`config.mk`:
```
export PLATFORM = sky130hd
export DESIGN_NAME = csb_branch_unit
export DESIGN_NICKNAME = d
export VERILOG_FILES = /design/src/shared/csb_pkg.sv /design/src/hdl/csb_branch_unit.sv
export SDC_FILE = /design/constraint.sdc
export NUM_CORES = 1
export LEC_CHECK = 0
export ABC_AREA = 0
export BUFFER_PORTS_ARGS = -buffer_cell sky130_fd_sc_hd__buf_2
export CAP_MARGIN = 20
export CELL_PAD_IN_SITES_DETAIL_PLACEMENT = 1
export CELL_PAD_IN_SITES_GLOBAL_PLACEMENT = 1
export CORE_ASPECT_RATIO = 0.7
export CORE_MARGIN = 2
export CORE_UTILIZATION = 40
export CTS_BUF_LIST = sky130_fd_sc_hd__clkbuf_4 sky130_fd_sc_hd__clkbuf_8
export DETAILED_ROUTE_END_ITERATION = 12
export GPL_TIMING_DRIVEN = 0
export HOLD_SLACK_MARGIN = 0.02
export PLACE_DENSITY_LB_ADDON = 0.1
export SETUP_SLACK_MARGIN = 0.15
export SYNTH_ARGS = -nofsm -noshare
export SYNTH_HDL_FRONTEND = slang
export SYNTH_SLANG_ARGS = --single-unit
```
`constraint.sdc`:
```
create_clock -name clock -period 4.1 [get_ports clock]
set_clock_uncertainty 0.1 [all_clocks]
set_input_delay 0.82 -clock clock [delete_from_list [all_inputs] [get_ports clock]]
set_output_delay 0.82 -clock clock [all_outputs]
set_load 0.02 [all_outputs]
```
`src/shared/csb_pkg.sv`:
```
// What this block does
// - Opcode 74 jumps when zero flag set
// - Opcode 7F jumps: zero clear, sign equals overflow
// - Opcode 7D jumps when sign equals overflow
// - Condition false: continue with next instruction
// - Target is one signed displacement byte
// - Extend byte: OR FF00 or mask 00FF
// - Taken: add displacement to pointer, wrap 16
// - Base is address after the jump
// - All three opcodes cost 13 or 4
// - Processor status flags never change
package csb_pkg;
  // ****************************************
  // Opcodes and flag positions
  // ****************************************
  localparam logic [7:0] OPC_JUMP_IF_EQUAL = 8'h74;
  localparam logic [7:0] OPC_JUMP_IF_SIGNED_GREATER_EQUAL = 8'h7D;
  localparam logic [7:0] OPC_JUMP_IF_SIGNED_GREATER = 8'h7F;
  localparam int FLAG_OVERFLOW_POS = 11;
  localparam int FLAG_SIGN_POS = 7;
  localparam int FLAG_ZERO_POS = 6;
  localparam int INSTR_LEN = 2;
  localparam logic [15:0] EXT_NEG_OR = 16'hFF00;
  localparam logic [15:0] EXT_POS_AND = 16'h00FF;
  // ****************************************
  // Timing counts in core clocks
  // ****************************************
  localparam int CLK_TAKEN = 13;
  localparam int CLK_NOT_TAKEN = 4;
  // ****************************************
  // Register map (word addresses are byte offsets)
  // ****************************************
  localparam logic [3:0] ADDR_CTRL = 4'h0;
  localparam logic [3:0] ADDR_OPCODE = 4'h4;
  localparam logic [3:0] ADDR_FLAGS = 4'h8;
  localparam logic [3:0] ADDR_IP = 4'hC;
  localparam int CTRL_START_POS = 0;
  localparam int STAT_BUSY_POS = 0;
  localparam int STAT_TAKEN_POS = 1;
  localparam int STAT_BADOP_POS = 2;
  localparam logic [31:0] UNMAPPED_READ = 32'h0000_0000;

  typedef struct packed {
    logic [7:0] opcode;
    logic [7:0] disp;
  } csb_instr_t;

  typedef enum logic [1:0] {
    CSB_IDLE = 2'b00,
    CSB_EXEC = 2'b01,
    CSB_DONE = 2'b11
  } csb_state_t;
endpackage : csb_pkg

```
`src/hdl/csb_branch_unit.sv`:
```
`timescale 1ns/1ps
`default_nettype none
module csb_branch_unit (
  input wire logic clock,
  input wire logic reset_n,
  input wire logic [3:0] avs_address,
  input wire logic avs_read,
  input wire logic avs_write,
  input wire logic [31:0] avs_writedata,
  output logic [31:0] avs_readdata,
  output logic avs_waitrequest,
  output logic [15:0] instructionPointer,
  output logic branchDone
);
  import csb_pkg::*;

  // ****************************************
  // Condition and displacement helpers
  // ****************************************
  function automatic logic branch_cond(input logic [7:0] opc, input logic [15:0] fl);
    logic zf;
    logic sf;
    logic ovf;
    zf = fl[FLAG_ZERO_POS];
    sf = fl[FLAG_SIGN_POS];
    ovf = fl[FLAG_OVERFLOW_POS];
    unique case (opc)
      OPC_JUMP_IF_EQUAL: branch_cond = zf;
      OPC_JUMP_IF_SIGNED_GREATER: branch_cond = !zf && (sf == ovf);
      OPC_JUMP_IF_SIGNED_GREATER_EQUAL: branch_cond = (sf == ovf);
      default: branch_cond = 1'b0;
    endcase
  endfunction : branch_cond

  function automatic logic opc_known(input logic [7:0] opc);
    opc_known = (opc == OPC_JUMP_IF_EQUAL) || (opc == OPC_JUMP_IF_SIGNED_GREATER) ||
      (opc == OPC_JUMP_IF_SIGNED_GREATER_EQUAL);
  endfunction : opc_known

  function automatic logic [15:0] sign_ext(input logic [7:0] d);
    if (d[7])
      sign_ext = EXT_NEG_OR | {8'h00, d};
    else
      sign_ext = EXT_POS_AND & {8'h00, d};
  endfunction : sign_ext

  // ****************************************
  // State
  // ****************************************
  csb_state_t state_reg, state_next;
  csb_instr_t instr_reg, instr_next;
  logic [15:0] flags_reg, flags_next;
  logic [15:0] ip_reg, ip_next;
  logic [3:0] cnt_reg, cnt_next;
  logic taken_reg, taken_next;
  logic badop_reg, badop_next;
  logic done_reg, done_next;
  logic [31:0] rdata_reg, rdata_next;
  logic wait_reg, wait_next;

  logic accessNow;
  logic writeNow;
  logic [15:0] nextIp;
  assign accessNow = (avs_read || avs_write) && wait_reg;
  // Writes land on the edge where the master sees waitrequest low, never earlier
  assign writeNow = avs_write && !wait_reg;
  assign nextIp = ip_reg + 16'(INSTR_LEN);

  always_comb
  begin
    state_next = state_reg;
    instr_next = instr_reg;
    flags_next = flags_reg;
    ip_next = ip_reg;
    cnt_next = cnt_reg;
    taken_next = taken_reg;
    badop_next = badop_reg;
    done_next = 1'b0;
    rdata_next = rdata_reg;
    // One wait cycle per access keeps read data registered
    wait_next = !accessNow;
    if (!(avs_read || avs_write))
      wait_next = 1'b1;
    if (writeNow && state_reg == CSB_IDLE)
    begin
      unique case (avs_address)
        ADDR_OPCODE: instr_next = csb_instr_t'(avs_writedata[15:0]);
        ADDR_FLAGS: flags_next = avs_writedata[15:0];
        ADDR_IP: ip_next = avs_writedata[15:0];
        ADDR_CTRL:
        begin
          if (avs_writedata[CTRL_START_POS])
          begin
            state_next = CSB_EXEC;
            taken_next = branch_cond(instr_reg.opcode, flags_reg);
            badop_next = !opc_known(instr_reg.opcode);
            cnt_next = branch_cond(instr_reg.opcode, flags_reg) ?
              4'(CLK_TAKEN - 1) : 4'(CLK_NOT_TAKEN - 1);
          end
        end
        default: ;
      endcase
    end
    if (accessNow && avs_read)
    begin
      unique case (avs_address)
        ADDR_CTRL: rdata_next = {29'h0, badop_reg, taken_reg, state_reg != CSB_IDLE};
        ADDR_OPCODE: rdata_next = {16'h0, instr_reg};
        ADDR_FLAGS: rdata_next = {16'h0, flags_reg};
        ADDR_IP: rdata_next = {16'h0, ip_reg};
        default: rdata_next = UNMAPPED_READ;
      endcase
    end
    unique case (state_reg)
      CSB_IDLE: ;
      CSB_EXEC:
      begin
        if (cnt_reg == 4'h1)
          state_next = CSB_DONE;
        else
          cnt_next = cnt_reg - 4'h1;
      end
      CSB_DONE:
      begin
        ip_next = taken_reg ? nextIp + sign_ext(instr_reg.disp) : nextIp;
        cnt_next = 4'h0;
        done_next = 1'b1;
        state_next = CSB_IDLE;
      end
      default: state_next = CSB_IDLE;
    endcase
  end

  always_ff @(posedge clock or negedge reset_n)
  begin
    if (!reset_n)
    begin
      state_reg <= CSB_IDLE;
      instr_reg <= '0;
      flags_reg <= 16'h0000;
      ip_reg <= 16'h0000;
      cnt_reg <= 4'h0;
      taken_reg <= 1'b0;
      badop_reg <= 1'b0;
      done_reg <= 1'b0;
      rdata_reg <= 32'h0000_0000;
      wait_reg <= 1'b1;
    end
    else
    begin
      state_reg <= state_next;
      instr_reg <= instr_next;
      flags_reg <= flags_next;
      ip_reg <= ip_next;
      cnt_reg <= cnt_next;
      taken_reg <= taken_next;
      badop_reg <= badop_next;
      done_reg <= done_next;
      rdata_reg <= rdata_next;
      wait_reg <= wait_next;
    end
  end

  assign avs_readdata = rdata_reg;
  assign avs_waitrequest = wait_reg;
  assign instructionPointer = ip_reg;
  assign branchDone = done_reg;

  // ****************************************
  // Checks
  // ****************************************
  // Cycles spent away from idle; cleared in idle so a finished branch
  // never leaves a stale count behind for the next instruction
  logic [3:0] runLen;
  always_ff @(posedge clock or negedge reset_n)
  begin
    if (!reset_n)
      runLen <= 4'h0;
    else if (state_reg == CSB_IDLE)
      runLen <= 4'h0;
    else
      runLen <= runLen + 4'h1;
  end

  // ****************************************
  // Bus protocol checks
  // ****************************************
  // Waitrequest drops for exactly one cycle per access
  property p_wait_single;
    @(posedge clock) disable iff (!reset_n)
      !avs_waitrequest |=> avs_waitrequest;
  endproperty
  a_wait_single: assert property (p_wait_single) else $error("waitrequest low twice");

  // An answer always follows a request seen one edge earlier
  property p_wait_cause;
    @(posedge clock) disable iff (!reset_n)
      $fell(avs_waitrequest) |-> ($past(avs_read) || $past(avs_write));
  endproperty
  a_wait_cause: assert property (p_wait_cause) else $error("answer without request");

  // Read data moves only when a read is captured, so it stands until the next read
  property p_rdata_hold;
    @(posedge clock) disable iff (!reset_n)
      $changed(avs_readdata) |-> $past(avs_read);
  endproperty
  a_rdata_hold: assert property (p_rdata_hold) else $error("read data moved");

  // ****************************************
  // Execution checks
  // ****************************************
  // Both costs run from the start edge to the edge that raises the done pulse
  property p_taken_cost;
    @(posedge clock) disable iff (!reset_n)
      (done_reg && taken_reg) |-> (runLen == 4'(CLK_TAKEN));
  endproperty
  a_taken_cost: assert property (p_taken_cost) else $error("taken cost wrong");

  property p_nt_cost;
    @(posedge clock) disable iff (!reset_n)
      (done_reg && !taken_reg) |-> (runLen == 4'(CLK_NOT_TAKEN));
  endproperty
  a_nt_cost: assert property (p_nt_cost) else $error("fall-through cost wrong");

  // A failed test only steps past the two instruction bytes
  property p_fall;
    @(posedge clock) disable iff (!reset_n)
      (state_reg == CSB_DONE && !taken_reg) |=> (ip_reg == $past(ip_reg) + 16'(INSTR_LEN));
  endproperty
  a_fall: assert property (p_fall) else $error("fall-through pointer wrong");

  // The extension is written out here apart from the helper function
  property p_jump;
    @(posedge clock) disable iff (!reset_n)
      (state_reg == CSB_DONE && taken_reg) |=>
      (ip_reg == $past(ip_reg) + 16'(INSTR_LEN) +
      {{8{$past(instr_reg.disp[7])}}, $past(instr_reg.disp)});
  endproperty
  a_jump: assert property (p_jump) else $error("taken pointer wrong");

  // The pointer moves only in the done state or on a register write
  property p_ip_hold;
    @(posedge clock) disable iff (!reset_n)
      (state_reg != CSB_DONE &&
      !(avs_write && !avs_waitrequest && avs_address == ADDR_IP)) |=> $stable(ip_reg);
  endproperty
  a_ip_hold: assert property (p_ip_hold) else $error("pointer moved early");

  // Displacement and opcode stay put while a branch is under way
  property p_instr_hold;
    @(posedge clock) disable iff (!reset_n)
      (state_reg != CSB_IDLE) |=> $stable(instr_reg);
  endproperty
  a_instr_hold: assert property (p_instr_hold) else $error("operand changed");

  // Flag writes are refused while busy and nothing else writes them
  property p_flags;
    @(posedge clock) disable iff (!reset_n)
      (state_reg != CSB_IDLE) |=> $stable(flags_reg);
  endproperty
  a_flags: assert property (p_flags) else $error("flags changed");

  // The done pulse comes only out of the done state
  property p_done_src;
    @(posedge clock) disable iff (!reset_n)
      $rose(done_reg) |-> ($past(state_reg) == CSB_DONE);
  endproperty
  a_done_src: assert property (p_done_src) else $error("stray done pulse");

  // ****************************************
  // Decision checks
  // ****************************************
  // Sampled on the first execute cycle, against the flags that started it
  property p_eq;
    @(posedge clock) disable iff (!reset_n)
      ($rose(state_reg == CSB_EXEC) && instr_reg.opcode == OPC_JUMP_IF_EQUAL) |->
      (taken_reg == flags_reg[FLAG_ZERO_POS]);
  endproperty
  a_eq: assert property (p_eq) else $error("equal test wrong");

  property p_gt;
    @(posedge clock) disable iff (!reset_n)
      ($rose(state_reg == CSB_EXEC) && instr_reg.opcode == OPC_JUMP_IF_SIGNED_GREATER) |->
      (taken_reg == (!flags_reg[FLAG_ZERO_POS] &&
      flags_reg[FLAG_SIGN_POS] == flags_reg[FLAG_OVERFLOW_POS]));
  endproperty
  a_gt: assert property (p_gt) else $error("greater test wrong");

  property p_ge;
    @(posedge clock) disable iff (!reset_n)
      ($rose(state_reg == CSB_EXEC) &&
      instr_reg.opcode == OPC_JUMP_IF_SIGNED_GREATER_EQUAL) |->
      (taken_reg == (flags_reg[FLAG_SIGN_POS] == flags_reg[FLAG_OVERFLOW_POS]));
  endproperty
  a_ge: assert property (p_ge) else $error("greater-equal test wrong");

  // Opcodes outside the three never branch and are flagged as unknown
  property p_bad_fall;
    @(posedge clock) disable iff (!reset_n)
      ($rose(state_reg == CSB_EXEC) && !opc_known(instr_reg.opcode)) |->
      (!taken_reg && badop_reg);
  endproperty
  a_bad_fall: assert property (p_bad_fall) else $error("unknown opcode branched");

  // ****************************************
  // Coverage
  // ****************************************
  c_taken: cover property (@(posedge clock) done_reg && taken_reg);
  c_fall: cover property (@(posedge clock) done_reg && !taken_reg);
  c_back: cover property (@(posedge clock) state_reg == CSB_DONE && taken_reg && instr_reg.disp[7]);
  c_badop: cover property (@(posedge clock) done_reg && badop_reg);
  c_busy_write: cover property (@(posedge clock)
    state_reg != CSB_IDLE && avs_write && !avs_waitrequest);
endmodule : csb_branch_unit
`default_nettype wire

```
Yosys cells after proc, flatten, opt, wreduce, memory -nomap -nowiden
Cells that the tools add are included.
{"block": "classes", "mux": 24, "n_reduce_logical": 21, "n_addsub": 3, "n_eq_ne": 10}
{"operator": "$mux 16", "count": 6}
{"operator": "$pmux 16 s4", "count": 1}
{"operator": "$eq 8x7->1 const B", "count": 3}
{"operator": "$mux 4", "count": 5}
{"operator": "$add 16x16->16", "count": 1}
{"operator": "$add 16x2->16 const B", "count": 1}
{"operator": "$eq 4x4->1 const B", "count": 2}
{"operator": "$mux 2", "count": 4}
{"operator": "$pmux 4 s2", "count": 1}
{"operator": "$reduce_and 2->1", "count": 3}
{"operator": "$reduce_bool 2->1", "count": 3}
{"operator": "$logic_and 1x1->1", "count": 5}
{"operator": "$mux 1", "count": 5}
{"operator": "$eq 4x1->1 const B", "count": 1}
{"operator": "$eq 4x3->1 const B", "count": 1}
{"operator": "$logic_not 1->1", "count": 4}
{"operator": "$logic_not 4->1", "count": 1}
{"operator": "$pmux 2 s2", "count": 1}
{"operator": "$sub 4x1->4 const B", "count": 1}
{"operator": "$logic_or 1x1->1", "count": 3}
{"operator": "$pmux 1 s3", "count": 1}
{"operator": "$reduce_and 3->1", "count": 1}
{"operator": "$eq 2x1->1 const B", "count": 1}
{"operator": "$eq 2x2->1 const B", "count": 1}
{"operator": "2 further kinds", "count": 2}
{"block": "totals", "out_inout_bits": 50, "reg_bits": 90, "wordCells": 69, "in_bits": 40}

Logic depth before layout (Yosys ltp)
{"block": "depth", "depth_word": 12, "ltp_mapped": 13, "mapped_depth_nobuf": 13}

Least setup slack after synthesis
Ideal clock, no wire load.
{"block": "synth_path", "path_kind": "flip-flop to flip-flop", "start": "reg ip_reg[4], in the netlist instructionPointer[4]", "end": "reg ip_reg[15], in the netlist instructionPointer[15]", "path_slack_ps": 890, "path_buffers": 0, "required_time_ps": 3870, "setup_ps": 130, "synth_period_minus_slack_ps": 3210, "path_stages_with_launch": 13, "t_arrival_ps": 2980, "cell_sequence": "dfrtp_1 and3_1 nand3_1 or3_1 xnor2_1 ha_1 o211ai_1 nor3_1 o2111ai_1 and4_1 nor3_1 o211ai_1 nor3b_1"}
{"block": "synth_via", "elab_chain_cells": 4}
{"item": "from (decl)", "line": "csb_branch_unit.sv:53", "text": "logic [15:0] ip_reg, ip_next;"}
{"item": "from (signal assigned)", "line": "csb_branch_unit.sv:154", "text": "ip_reg <= ip_next;"}
{"item": "$add 16x2->16 (*)", "line": "csb_branch_unit.sv:67", "text": "assign nextIp = ip_reg + 16'(INSTR_LEN);"}
{"item": "$add 16x16->16", "line": "csb_branch_unit.sv:125", "text": "ip_next = taken_reg ? nextIp + sign_ext(instr_reg.disp) : nextIp;"}
{"item": "$mux 16 (*)", "line": "csb_branch_unit.sv:125"}
{"item": "$mux 16 (*)", "line": "csb_branch_unit.sv:114", "text": "unique case (state_reg)"}
Mark *: on every way between the ends. The rest lies on a longest branch, timed or not.
A chain may end at the register's enable or synchronous reset.

Worst setup path in the final report
{"block": "layout_path", "start": "reg ip_reg[6], in the netlist instructionPointer[6]", "end": "reg ip_reg[15], in the netlist instructionPointer[15]"}
Same word-level chain as after synthesis.

==> metrics <==
starting DRC count in detailed routing=209; Final Hold Vio Count=0; diode count=0; largest net degree at the start of global routing=71; CP Class=flip-flop to flip-flop; final setup fails=0; Slew headroom=0.5620; Max Cap Viol=0; Distinct cells, synth=63; Tightest Pin Transition=0.6571 ns; final-stage net count=619; area leader, netlist=dfrtp_1; CP peak stage delay=0.46 ns; Clock Root Buffer=clkbuf_8; Sw Ratio=0.4263; clock power share=0.187; WL/cell=19.49 um; CTS buffer count=9; total negative slack=0 ns; vias in the first global route=4076; worst r2r dst=instructionPointer[15]; leakage=2.585 nW; worst-path cell chain=and3_1 > nand3_1 > or3_1 > xnor2_1 > ha_1 > a21oi_2 > o221ai_1 > a221oi_2 > a211oi_2 > nor3_2 > o211ai_1 > nor3b_1; worst r2r path cells=12; Post-DP HPWL=10.87 mm; area share of the largest cell type after synthesis=0.3910; RSZ-0062 raised after global routing=no; die span in y=94.42 um; switching pwr=1.424 mW; Post-Syn Area per Cell=9.919 um2; Seq/Total Area, Yosys=0.3966; synthesized instance count=471; Pint=1.917 mW; Max clock buf depth=2; Area growth, synth to finish=17.60%; Post-CTS Hold Buffers=0; Largest delay share family, worst path=simple AND/OR/NAND/NOR gates; Critical Path RT=4.24 ns; WL final=13.92 mm; crit path DAT=3.80 ns; Max VDD drop=0.2256 mV; drt pass-1 iters=4; slowest cell on the critical path=dfrtp_1; GRT Overall Usage=0.2322; Final Wtd Congestion=0.8270; crit path buf inv count=0; CTS H-tree lvls=3; row count=32; Via-to-Cell Ratio=5.608; Tcrit/Tclk final=0.8918; clock insertion delay at the later pin of the skew report=0.35 ns; initial antenna violation count=0; post-route ant nets=0; DR vias=4004; Fmax=273.5 MHz; max-slew violations=0; status=finished, final reports clean; layout cells sized above 1=0.2977; Reg power frac=0.361; ys async rst share=1.000; logic depth of the worst setup path including buffers=12; Congestion Overflow GR=0; DRC viols=0; synthesized area=0.004672 mm2; global-route wire length before repair=22.29 mm; TritonCTS clock tree=done; Main synth FF type=dfrtp_1; worst hold path class=input pin to asynchronous set/reset pin; CP Max Fanout=6; WHS=0.1577 ns; total die area=0.01257 mm2; flops & latches, synth=74; YS warnings=0; Critical R2R Launch=instructionPointer[6]; min Tclk post-route=3.656 ns; EDFF count, synth=0; Synth area leaders=dfrtp_1 (39%), mux2_2 (11%), ha_1 (5.9%), nand2_1 (4.0%), o21ai_0 (3.2%); IO buf count=57; Worst-path clk slew=0.08 ns; Num Clock Sinks=74; Crit. End Element=flip-flop; startpoint types=flip-flop; boundary pin count=90; Initial Util=0.4167; Die Wd=133.2 um; PwrDens=608.1 mW/mm2; core area=0.01121 mm2; combinational group share of total power=0.452; R2R Setup Slk=0.44 ns
## Yosys cell counts (all sizes together) (8+ instances only)
cell type and count:
a21oi 17, a22oi 14, buf 22, clkbuf 13
dfrtp 73, ha 22, inv 12, mux2 46
mux2i 9, nand2 50, nand3 11, nor2 26
nor3 14, o21ai 35, xnor2 11, xor2 8
## cells by family (layout without fill, tap and decap cells)
group | after synthesis | in the layout | share of synthesized area
AO/OA/AOI/OAI | 114 | 114 | 0.1623
other | 1 | 16 | 0.0008027
multiplexers | 58 | 58 | 0.1446
AND/OR/NAND/NOR | 135 | 135 | 0.1433
flip-flops | 74 | 74 | 0.3966
adder cells (fa/ha/maj) | 23 | 23 | 0.06320
XOR/XNOR | 19 | 19 | 0.03562
buffers and inverters | 47 | 122 | 0.05356
## worst max path at each step
stage / start / end / slack, ns
after global placement: instructionPointer[4] / instructionPointer[15] / 0.32
final: instructionPointer[6] / instructionPointer[15] / 0.44
after detailed placement: instructionPointer[4] / instructionPointer[15] / 0.18
after CTS: instructionPointer[4] / instructionPointer[15] / 0.27
after global routing: instructionPointer[6] / instructionPointer[15] / 0.24
after floorplan: instructionPointer[4] / instructionPointer[15] / 0.89
## layout make-up
type | instances | area (um2)
clock inverters | 7 | 93.84
flip-flops and latches | 74 | 1856
multi-input cells | 365 | 2656
inverters | 12 | 45.04
fillers | 1307 | 5717
repair buffers | 59 | 322.8
plain buffers | 35 | 205.2
clock buffers | 9 | 123.9
well taps | 153 | 191.4
## placed cells by master, fill, tap and decap left out, drive strengths merged, types with 5 or more instances in the layout
cell / synthesis / final
buf: 22 / 81
nand3: 11 / 11
o21ai: 35 / 35
and3: 5 / 5
dfrtp: 73 / 73
o21a: 5 / 5
nor3: 14 / 14
a21oi: 17 / 17
xor2: 8 / 8
nand2: 50 / 50
clkbuf: 13 / 22
nor2: 26 / 26
o211ai: 5 / 5
a22oi: 14 / 14
a31oi: 5 / 5
a211oi: 5 / 5
inv: 12 / 12
xnor2: 11 / 11
mux2: 46 / 46
conb: 1 / 16
mux2i: 9 / 9
o22ai: 6 / 6
ha: 22 / 22
## power groups by stage
| stage | registers (mW) | logic, mW | clock network [mW] |
|---|---|---|---|
| final | 1.21 | 1.51 | 0.625 |
| after global routing | 1.24 | 1.69 | 0.667 |
| after CTS | 1.20 | 1.51 | 0.644 |
| after detailed placement | 1.21 | 1.49 | 0 |
| after global placement | 1.20 | 1.43 | 0 |
| after floorplan | 1.23 | 0.985 | 0 |
## stage by stage
stage          worst slack (ns)  utilization  power (mW)  cells  instance area [um2]
3_3_place_gp             0.3212       0.4643       2.631    696                 5205
6_report                 0.4435       0.4901       3.341    714                 5494
3_5_place_dp             0.1753       0.4670       2.705    697                 5235
5_1_grt                  0.2383       0.4901       3.600    714                 5494
2_1_floorplan            0.8904            -       2.216    486                 4728
4_1_cts                  0.2746       0.4868       3.352    713                 5458
## layer usage
metal  track usage  routed length, um
met1        0.3365               6888
met2        0.3614               6419
met3       0.04240                525
met4       0.05851                 80
met5             0                  0
## repair_timing
item / in CTS / in global routing
buffers inserted: 0 / 1
pin swaps: 0 / 1
setup endpoints to repair: 1 / 1
gates resized for setup: 1 / 8
Power figures use the tool's default switching activity.
